[src/core/spmdi_pkg.sv]
// Operation
// - eight ID words at 1C40h..1C47h, always readable
// - words zero and two: sixteen die bits
// - word one: zero top two, fourteen bits
// - word three: revision nibble over twelve bits
// - word four: six die bits, rest zero
// - words five and six read all zero
// - word seven: checksum in bits 14..1
// - each port's six pads follow its mode
// - port0 mode 00 routes card lines
// - port0 mode 01 audio, pads 4-5 gpio
// - port0 mode 10 gpio 0..5
// - port1 modes 01 audio, 10 gpio 6..11
// - each pad has own pulldown inhibit bit
// - mode register updates the cycle after write, pad routing one cycle later
package spmdi_pkg;
	// register word addresses
	localparam logic [15:0] DIE_WORD0_ADDR = 16'h1c40;
	localparam logic [15:0] DIE_WORD1_ADDR = 16'h1c41;
	localparam logic [15:0] DIE_WORD2_ADDR = 16'h1c42;
	localparam logic [15:0] DIE_WORD3_ADDR = 16'h1c43;
	localparam logic [15:0] DIE_WORD4_ADDR = 16'h1c44;
	localparam logic [15:0] DIE_WORD5_ADDR = 16'h1c45;
	localparam logic [15:0] DIE_WORD6_ADDR = 16'h1c46;
	localparam logic [15:0] DIE_WORD7_ADDR = 16'h1c47;
	localparam logic [15:0] ROUTE_REG_ADDR = 16'h1c00;
	localparam logic [15:0] PD_INHIBIT_ADDR = 16'h1c17;
	// field positions
	localparam int SP0_MODE_LSB = 8;
	localparam int SP1_MODE_LSB = 10;
	localparam int REV_LSB = 12;
	localparam int CHECKSUM_LSB = 1;
	// sizes
	localparam int PADS_PER_PORT = 6;
	localparam int AUDIO_LINES = 4;
	localparam int PAD_COUNT = 12;
	// routing mode encodings
	typedef enum logic [1:0] {
		SPMDI_ROUTE_CARD = 2'h0,
		SPMDI_ROUTE_AUDIO = 2'h1,
		SPMDI_ROUTE_GPIO = 2'h2,
		SPMDI_ROUTE_NONE = 2'h3
	} spmdi_mode_t;
	// values after reset
	localparam spmdi_mode_t ROUTE_MODE_RST = SPMDI_ROUTE_CARD;
	localparam logic [11:0] PD_INHIBIT_RST = 12'h000;
	localparam logic [15:0] RDATA_RST = 16'h0000;
endpackage

[src/core/spmdi_port_mux.sv]
`timescale 1ns/10ps
`default_nettype none
// pad routing for one six-pad serial port; purely combinational
module spmdi_port_mux #(
	parameter bit HAS_CARD = 1'b1
) (
	// routing selection
	input wire spmdi_pkg::spmdi_mode_t mode,
	// peripheral drive side
	input wire logic [5:0] card_out,
	input wire logic [5:0] card_oe,
	input wire logic [3:0] audio_out,
	input wire logic [3:0] audio_oe,
	input wire logic [5:0] gpio_out,
	input wire logic [5:0] gpio_oe,
	// synchronised pad levels
	input wire logic [5:0] pad_in,
	// pad drive
	output logic [5:0] pad_out,
	output logic [5:0] pad_oe,
	// values returned to the peripherals
	output logic [5:0] card_in,
	output logic [3:0] audio_in,
	output logic [5:0] gpio_in
);
	// unselected peripherals see zero so stray edges never reach them
	always_comb
	begin
		pad_out = 6'h00;
		pad_oe = 6'h00;
		card_in = 6'h00;
		audio_in = 4'h0;
		gpio_in = 6'h00;
		case (mode)
			spmdi_pkg::SPMDI_ROUTE_CARD:
			begin
				if (HAS_CARD)
				begin
					pad_out = card_out;
					pad_oe = card_oe;
					card_in = pad_in;
				end
			end
			spmdi_pkg::SPMDI_ROUTE_AUDIO:
			begin
				pad_out = {gpio_out[5:4], audio_out};
				pad_oe = {gpio_oe[5:4], audio_oe};
				audio_in = pad_in[3:0];
				gpio_in = {pad_in[5:4], 4'h0};
			end
			spmdi_pkg::SPMDI_ROUTE_GPIO:
			begin
				pad_out = gpio_out;
				pad_oe = gpio_oe;
				gpio_in = pad_in;
			end
			// unsupported code: pads released
			default:
			begin
				pad_out = 6'h00;
			end
		endcase
	end
endmodule
`default_nettype wire

[src/core/spmdi_top.sv]
`timescale 1ns/10ps
`default_nettype none
// die identification words and serial-port pin routing
module spmdi_top #(
	// identification values; defaults are arbitrary
	parameter logic [15:0] DIE_ID0 = 16'h0000,
	parameter logic [13:0] DIE_ID1 = 14'h0000,
	parameter logic [15:0] DIE_ID2 = 16'h0000,
	parameter logic [11:0] DIE_ID3 = 12'h000,
	parameter logic [5:0] DIE_ID4 = 6'h00,
	parameter logic [3:0] SILICON_REVISION_CODE = 4'h0,
	parameter logic [13:0] CHECKSUM = 14'h0000
) (
	// clock and reset
	input wire logic mclk,
	input wire logic resetn,
	// processor register port
	input wire logic [15:0] cpu_addr,
	input wire logic cpu_rd,
	input wire logic cpu_wr,
	input wire logic [15:0] cpu_wdata,
	output logic [15:0] cpu_rdata,
	output logic cpu_rvalid,
	// pads, port0 in [5:0], port1 in [11:6]
	input wire logic [11:0] pad_in,
	output logic [11:0] pad_out,
	output logic [11:0] pad_oe,
	output logic [11:0] pad_pulldown_en,
	// card0: clock, command, data0..3
	input wire logic [5:0] card0_out,
	input wire logic [5:0] card0_oe,
	output logic [5:0] card0_in,
	// audio ports: bit clock, frame sync, transmit, receive
	input wire logic [3:0] audio0_out,
	input wire logic [3:0] audio0_oe,
	output logic [3:0] audio0_in,
	input wire logic [3:0] audio1_out,
	input wire logic [3:0] audio1_oe,
	output logic [3:0] audio1_in,
	// general purpose bits 0..11
	input wire logic [11:0] gpio_out,
	input wire logic [11:0] gpio_oe,
	output logic [11:0] gpio_in
);
	typedef struct packed {
		spmdi_pkg::spmdi_mode_t port0_route_mode;
		spmdi_pkg::spmdi_mode_t port1_route_mode;
		logic [11:0] pulldown_inhibit_first;
		logic [15:0] rdata;
		logic rvalid;
		logic [11:0] sync1;
		logic [11:0] sync2;
		logic [11:0] pad_out;
		logic [11:0] pad_oe;
		logic [5:0] card0_in;
		logic [3:0] audio0_in;
		logic [3:0] audio1_in;
		logic [11:0] gpio_in;
	} spmdi_state_t;

	spmdi_state_t st_reg;
	spmdi_state_t st_next;
	logic [5:0] p0_out;
	logic [5:0] p0_oe;
	logic [5:0] p0_card_in;
	logic [3:0] p0_audio_in;
	logic [5:0] p0_gpio_in;
	logic [5:0] p1_out;
	logic [5:0] p1_oe;
	logic [3:0] p1_audio_in;
	logic [5:0] p1_gpio_in;
	logic [15:0] read_word;

	spmdi_port_mux #(
		.HAS_CARD(1'b1)
	) u_port0 (
		.mode(st_reg.port0_route_mode),
		.card_out(card0_out),
		.card_oe(card0_oe),
		.audio_out(audio0_out),
		.audio_oe(audio0_oe),
		.gpio_out(gpio_out[5:0]),
		.gpio_oe(gpio_oe[5:0]),
		.pad_in(st_reg.sync2[5:0]),
		.pad_out(p0_out),
		.pad_oe(p0_oe),
		.card_in(p0_card_in),
		.audio_in(p0_audio_in),
		.gpio_in(p0_gpio_in)
	);

	spmdi_port_mux #(
		.HAS_CARD(1'b0)
	) u_port1 (
		.mode(st_reg.port1_route_mode),
		.card_out(6'h00),
		.card_oe(6'h00),
		.audio_out(audio1_out),
		.audio_oe(audio1_oe),
		.gpio_out(gpio_out[11:6]),
		.gpio_oe(gpio_oe[11:6]),
		.pad_in(st_reg.sync2[11:6]),
		.pad_out(p1_out),
		.pad_oe(p1_oe),
		.card_in(),
		.audio_in(p1_audio_in),
		.gpio_in(p1_gpio_in)
	);

	// read decode; unmapped and reserved words read zero
	always_comb
	begin
		read_word = 16'h0000;
		case (cpu_addr)
			spmdi_pkg::DIE_WORD0_ADDR: read_word = DIE_ID0;
			spmdi_pkg::DIE_WORD1_ADDR: read_word = {2'h0, DIE_ID1};
			spmdi_pkg::DIE_WORD2_ADDR: read_word = DIE_ID2;
			spmdi_pkg::DIE_WORD3_ADDR: read_word = {SILICON_REVISION_CODE, DIE_ID3};
			spmdi_pkg::DIE_WORD4_ADDR: read_word = {10'h000, DIE_ID4};
			spmdi_pkg::DIE_WORD5_ADDR: read_word = 16'h0000;
			spmdi_pkg::DIE_WORD6_ADDR: read_word = 16'h0000;
			spmdi_pkg::DIE_WORD7_ADDR: read_word = {1'b0, CHECKSUM, 1'b0};
			spmdi_pkg::ROUTE_REG_ADDR: read_word = {4'h0, st_reg.port1_route_mode, st_reg.port0_route_mode, 8'h00};
			spmdi_pkg::PD_INHIBIT_ADDR: read_word = {4'h0, st_reg.pulldown_inhibit_first};
			default: read_word = 16'h0000;
		endcase
	end

	// next-state: register writes, read capture, pad sync and routing
	always_comb
	begin
		st_next = st_reg;
		st_next.rvalid = cpu_rd;
		if (cpu_rd)
		begin
			st_next.rdata = read_word;
		end
		// only routing and pulldown words take writes
		if (cpu_wr && cpu_addr == spmdi_pkg::ROUTE_REG_ADDR)
		begin
			st_next.port0_route_mode = spmdi_pkg::spmdi_mode_t'(cpu_wdata[spmdi_pkg::SP0_MODE_LSB +: 2]);
			st_next.port1_route_mode = spmdi_pkg::spmdi_mode_t'(cpu_wdata[spmdi_pkg::SP1_MODE_LSB +: 2]);
		end
		if (cpu_wr && cpu_addr == spmdi_pkg::PD_INHIBIT_ADDR)
		begin
			st_next.pulldown_inhibit_first = cpu_wdata[11:0];
		end
		// pads are asynchronous: two flops before any routing logic
		st_next.sync1 = pad_in;
		st_next.sync2 = st_reg.sync1;
		// routing is registered, one cycle behind the mode register
		st_next.pad_out = {p1_out, p0_out};
		st_next.pad_oe = {p1_oe, p0_oe};
		st_next.card0_in = p0_card_in;
		st_next.audio0_in = p0_audio_in;
		st_next.audio1_in = p1_audio_in;
		st_next.gpio_in = {p1_gpio_in, p0_gpio_in};
	end

	// state register with synchronous reset
	always_ff @(posedge mclk)
	begin
		if (!resetn)
		begin
			st_reg <= '0;
			st_reg.port0_route_mode <= spmdi_pkg::ROUTE_MODE_RST;
			st_reg.port1_route_mode <= spmdi_pkg::ROUTE_MODE_RST;
			st_reg.pulldown_inhibit_first <= spmdi_pkg::PD_INHIBIT_RST;
			st_reg.rdata <= spmdi_pkg::RDATA_RST;
		end
		else
		begin
			st_reg <= st_next;
		end
	end

	// outputs straight from state
	assign cpu_rdata = st_reg.rdata;
	assign cpu_rvalid = st_reg.rvalid;
	assign pad_out = st_reg.pad_out;
	assign pad_oe = st_reg.pad_oe;
	assign pad_pulldown_en = ~st_reg.pulldown_inhibit_first;
	assign card0_in = st_reg.card0_in;
	assign audio0_in = st_reg.audio0_in;
	assign audio1_in = st_reg.audio1_in;
	assign gpio_in = st_reg.gpio_in;
endmodule
`default_nettype wire

[config.mk]
export PLATFORM = sky130hd
export DESIGN_NAME = spmdi_top
export DESIGN_NICKNAME = d
export VERILOG_FILES = /design/src/core/spmdi_pkg.sv /design/src/core/spmdi_port_mux.sv /design/src/core/spmdi_top.sv
export SDC_FILE = /design/constraint.sdc
export NUM_CORES = 1
export LEC_CHECK = 0
export ABC_CLOCK_PERIOD_IN_PS = 2100
export BUFFER_PORTS_ARGS = -buffer_cell sky130_fd_sc_hd__buf_2
export CORE_MARGIN = 5
export CORE_UTILIZATION = 40
export DETAILED_ROUTE_END_ITERATION = 12
export HOLD_SLACK_MARGIN = 0.06
export PLACE_DENSITY = 0.81
export SETUP_SLACK_MARGIN = 0.15
export SLEW_MARGIN = 20
export SYNTH_ARGS = -nofsm -noshare
export SYNTH_HDL_FRONTEND = slang
export SYNTH_SLANG_ARGS = --single-unit
[constraint.sdc]
create_clock -name mclk -period 2.1 [get_ports mclk]
set_input_delay 0.21 -clock mclk [delete_from_list [all_inputs] [get_ports mclk]]
set_output_delay 0.21 -clock mclk [all_outputs]
set_load 0.01 [all_outputs]
* Word-level counts from Yosys, hierarchy flattened
Index checks and enable logic that the tools add are counted.
** Word-level totals
- Flip-flop bits (word level) :: 107
- Bits of input ports :: 100
- Word-level logic and storage cells :: 33
** Operators by class
- Equal/unequal tests :: 6
- Mux-type cells :: 7
- Bitwise gates (word level) :: 1
- Reduce and logical (&&, ||, !) cells :: 6
** Operator list (number)
- $pmux W6 S2 :: 4
- $pmux W6 S3 :: 2
- $eq A16 B13 Y1 const B :: 2
- $pmux W12 S2 :: 1
- $not A12 Y12 :: 1
- $reduce_and A2 Y1 :: 3
- $eq A2 B1 Y1 const B :: 2
- $eq A2 B2 Y1 const B :: 2
- $logic_and A1 B1 Y1 :: 2
- $logic_not A2 Y1 :: 1

* Logic depth before layout (Yosys ltp)
- Depth in word-level cells :: 2
- Gate-level depth with buffers :: 6
- Gate-level depth less buffers :: 5

* Modules after synthesis
A second synthesis with hierarchy kept.
** Unflattened totals
- Cells, all modules :: 466
- Area total of the unflattened synthesis :: 4550.6 µm²
** By module, submodules not included
- spmdi_top :: times used 1, cells an instance 365, area each 3881.2 µm²
- spmdi_port_mux (u_port0) :: times used 1, cells an instance 56, area each 370.4 µm²
- spmdi_port_mux (u_port1) :: times used 1, cells an instance 45, area each 299.0 µm²

* Least setup slack after synthesis
Ideal clock, no wire load.
- Kind :: input to register
- Start :: input port cpu_addr[13]
- End :: register st_reg[100] (netlist name)
- Library setup time :: 0.072 ns
- Data arrival time :: 1.713 ns
- Data required time :: 2.028 ns
- Slack :: 0.315 ns
- Stages on the path :: 5
- Buffers on the path :: 1
- Cell sequence :: or4b_4 or3_4 nor3_4 buf_6 mux2i_1
** Between the ends
- Word-level cells in the longest chain between the ends :: 2
** Ends and longest elaborated chain
- start, declared :: line spmdi_top.sv:18 : input wire logic [15:0] cpu_addr,
- $eq A16 B13 Y1 :: line spmdi_top.sv:144 : if (cpu_wr && cpu_addr == spmdi_pkg::PD_INHIBIT_ADDR)
- $logic_and A1 B1 Y1 :: line spmdi_top.sv:144
- end signal, assigned :: line spmdi_top.sv:173 : st_reg <= st_next;
- end, declared :: line spmdi_top.sv:61 : spmdi_state_t st_reg;
No other way between the ends.
A chain may end at the register's enable or synchronous reset.

* Worst setup path after layout
- Start :: register st_reg[105] (netlist name)
- End :: register st_reg (netlist bit pad_out[4])
** Between the ends
- Word-level cells in the longest chain between the ends :: 2
** Ends and longest elaborated chain
- $eq A2 B2 Y1 (tied with other cells) :: line spmdi_port_mux.sv:34 : case (mode)
- $pmux W6 S3 (*) :: line spmdi_port_mux.sv:34
Mark *: on every way between the ends. The rest lies on a longest branch, timed or not.

==> results.yml <==
drt:
  drcViolationCount: 0
  wl_met3_um: 652
  drtIter0Drc: 194
  wl_met1_um: 3650
  dr.pass1.iters: 6
  viasPerCell: 4.59
  wl_met2_um: 4670
  routed_wl_um: 9190
  wl_per_cell_um: 13.8
  vias: 3055
  ant_nets: 0
  dr.max_layer_used: "met4"
worst_setup_path:
  crit_chain: "inv_1 -> ha_1 -> or2_2 -> a22oi_1 -> nor2_1"
  critical_path_required_ns: 2.34
  path_delay_family: "simple AND/OR/NAND/NOR gates"
  critPathSlowestCell: "dfxtp_1"
  worstReg2RegEnd: "pad_out[4]$_SDFF_PN0_"
  reg2reg_slack_ns: 0.42
  cp-end-kind: "flip-flop"
  worst-path-buf-inv: 1
  critPathMaxStageDelay_ns: 0.43
  startpoint_type: "flip-flop"
  cp-startpoint: "st_reg[105]$_SDFFE_PN0P_"
  critPathArrivalTime_ns: 1.93
  r2r_cells: 5
  worstSetupPathType: "reg2reg"
  critPathMaxFanout: 13
  reg2reg_from: "st_reg[105]$_SDFFE_PN0P_"
yosys:
  synth_area_um2: 4020
  netlist.area_leader.share_pct: 51.3
  postSynthAreaPerCell_um2: 9.89
  synth.yosys.seq_area_share_pct: 51.3
  yosys_warnings: 0
  synth-seq-cells: 103
  synth_cell_types: 31
  yosys.area.top_type: "dfxtp_1"
  syn_inst: 406
  synthTopCellsByArea: "dfxtp_1 (51%), buf_4 (12%), and2_1 (4.8%)"
sta:
  tns_ns: 0
  fin_skew_ns: 0.0117
  rsz0062_at_grt: "no"
  tightest_slew_ns: 0.632
  finalCritPeriodShare_pct: 80.2
  final-hold-violation-count: 0
  post-route-min-period_ns: 1.68
  timing.fmax_ghz: 0.594
  setup_violations: 0
  finalMaxSlewViolations: 0
  relSlewSlack_pct: 57.8
cts:
  cts_max_path_buffers: 2
  cts_tree: "done"
  clock_latency_ns: 0.36
  h-tree-depth: 3
  cts.clk_slew.worst_paths_ns: 0.10
  cts-root-buf: "clkbuf_8"
  clock_sinks: 103
  cts_inserted_buffers: 9
  cts_setup_buffers: 0
global_route:
  antenna_found_initial: 0
  overflow: 0
  grt_pass1_wl_um: 14200
  grtUsageTotal_pct: 15.1
  grt_pass1_vias: 3015
  grt_max_degree: 56
floorplan:
  fp-row-count: 36
  dieArea_um2: 12100
  start_util_pct: 41.1
  die_h_um: 110
  io_pins: 179
  core_um2: 9770
  die_w_um: 110
status:
  outcome: "complete, no violations"
cells_and_area:
  drive_above_1_share_pct: 37.0
  fin_nets: 633
  diodes: 0
  syn_to_final_growth_pct: 22.0
  final_common_cell: "buf_2"
  final_util_pct: 50.1
  largest_register_ffs: 28
  mostFrequentLayoutCells: "buf_2 (170), dfxtp_1 (103), and2_1 (31)"
place:
  hpwl_um: 6760
  gp_congestion: 0.757
  io_buffer_count: 170
power:
  power.share.combinational_pct: 7.1
  clkPwrFrac_pct: 34.2
  p_per_area_nw_per_um2: 697
  p_sw_share_pct: 24.0
  ir_worst_vdd_uv: 278
  switching_power_w: 0.000819
  p_leak_nw: 2.32
  p_int_w: 0.00260
  seqPwrFrac_pct: 58.7
worst_hold_path:
  hold_path.startpoint: "audio1_oe[1]"
  whs_endpoint: "pad_oe[7]$_SDFF_PN0_"
  hp-class: "in2reg"
  hold_depth: 3
run:
  max_cap_viol_count: 0
## final cells by class
cell class | count | area (µm²)
fillers | 919 | 4870
flip-flops and latches | 103 | 2060
multi-input cells | 200 | 1310
repair buffers | 196 | 1110
well taps | 133 | 166
clock buffers | 10 | 128
inverters | 17 | 63.8
clock inverters | 6 | 58.8
## through the flow
step	instance area, µm²	setup slack, ns	power (W)	hold WS (ns)	instances
after floorplan	4030	0.315	0.00217	0.332	409
after global placement	4500	0.236	0.00225	0.409	628
after detailed placement	4500	0.192	0.00226	0.415	628
after CTS	4900	0.371	0.00346	0.0612	665
after global routing	4900	0.295	0.00358	0.0739	665
final	4900	0.416	0.00341	0.0862	665
## power by group through the flow
stage | Combinational (W) | Sequential [W] | Clock [W]
3_3_place_gp | 0.000206 | 0.00205 | 0
6_report | 0.000244 | 0.00200 | 0.00117
2_1_floorplan | 0.000120 | 0.00205 | 0
5_1_grt | 0.000269 | 0.00201 | 0.00130
3_5_place_dp | 0.000212 | 0.00205 | 0
4_1_cts | 0.000244 | 0.00200 | 0.00122
## worst min-delay path, cell delays in order
cell,delay [ns]
buf_2,0.08
a22oi_1,0.05
nor2_1,0.08
## routing by layer
metal / GRT usage (%) / vias up
met3: 3.55 / 19
met5: 0 / -
met2: 26.7 / 125
met4: 6.77 / 0
li1: - / 1508
met1: 17.2 / 1403
## what timing repair did
item | CTS | global route
hold buffers | 21 | 0
resized for setup | 0 | 0
hold endpoints to repair | 21 | 0
## worst max path at each step
stage | to | slack [ns] | cells past startpoint
3_5_place_dp | st_reg[97]$_SDFFE_PN0P_ | 0.19 | 6
2_1_floorplan | st_reg[100]$_SDFFE_PN0P_ | 0.32 | 5
6_report | pad_out[4]$_SDFF_PN0_ | 0.42 | 5
5_1_grt | pad_out[5]$_SDFF_PN0_ | 0.29 | 5
3_3_place_gp | st_reg[98]$_SDFFE_PN0P_ | 0.24 | 6
4_1_cts | pad_out[4]$_SDFF_PN0_ | 0.37 | 5
## synthesized netlist by cell type
cell	instances
nor4_2	1
a21boi_0	8
nor2_1	22
a21oi_1	4
dfxtp_1	103
a22oi_1	16
or2_2	1
and4_1	2
nor3_4	1
and2_1	31
buf_2	1
nand4_1	1
nand2b_1	10
nand3_1	8
buf_6	1
nand4bb_1	1
o21ai_0	4
nand2_1	29
clkbuf_1	21
a222oi_1	8
or4_1	1
buf_4	66
or4_4	1
inv_1	17
and3_1	22
conb_1	1
mux2i_1	16
or4b_4	1
nor4_4	1
ha_1	6
or3_4	1
## cell families after synthesis
family,after synthesis,share of synthesized area [%]
AND/OR/NAND/NOR,134,18.9
buffers and inverters,106,16.3
flip-flops,103,51.3
AO/OA/AOI/OAI,40,7.48
multiplexers,16,3.99
adder cells (fa/ha/maj),6,1.87
other,1,0.0934
Power figures use the tool's default switching activity.
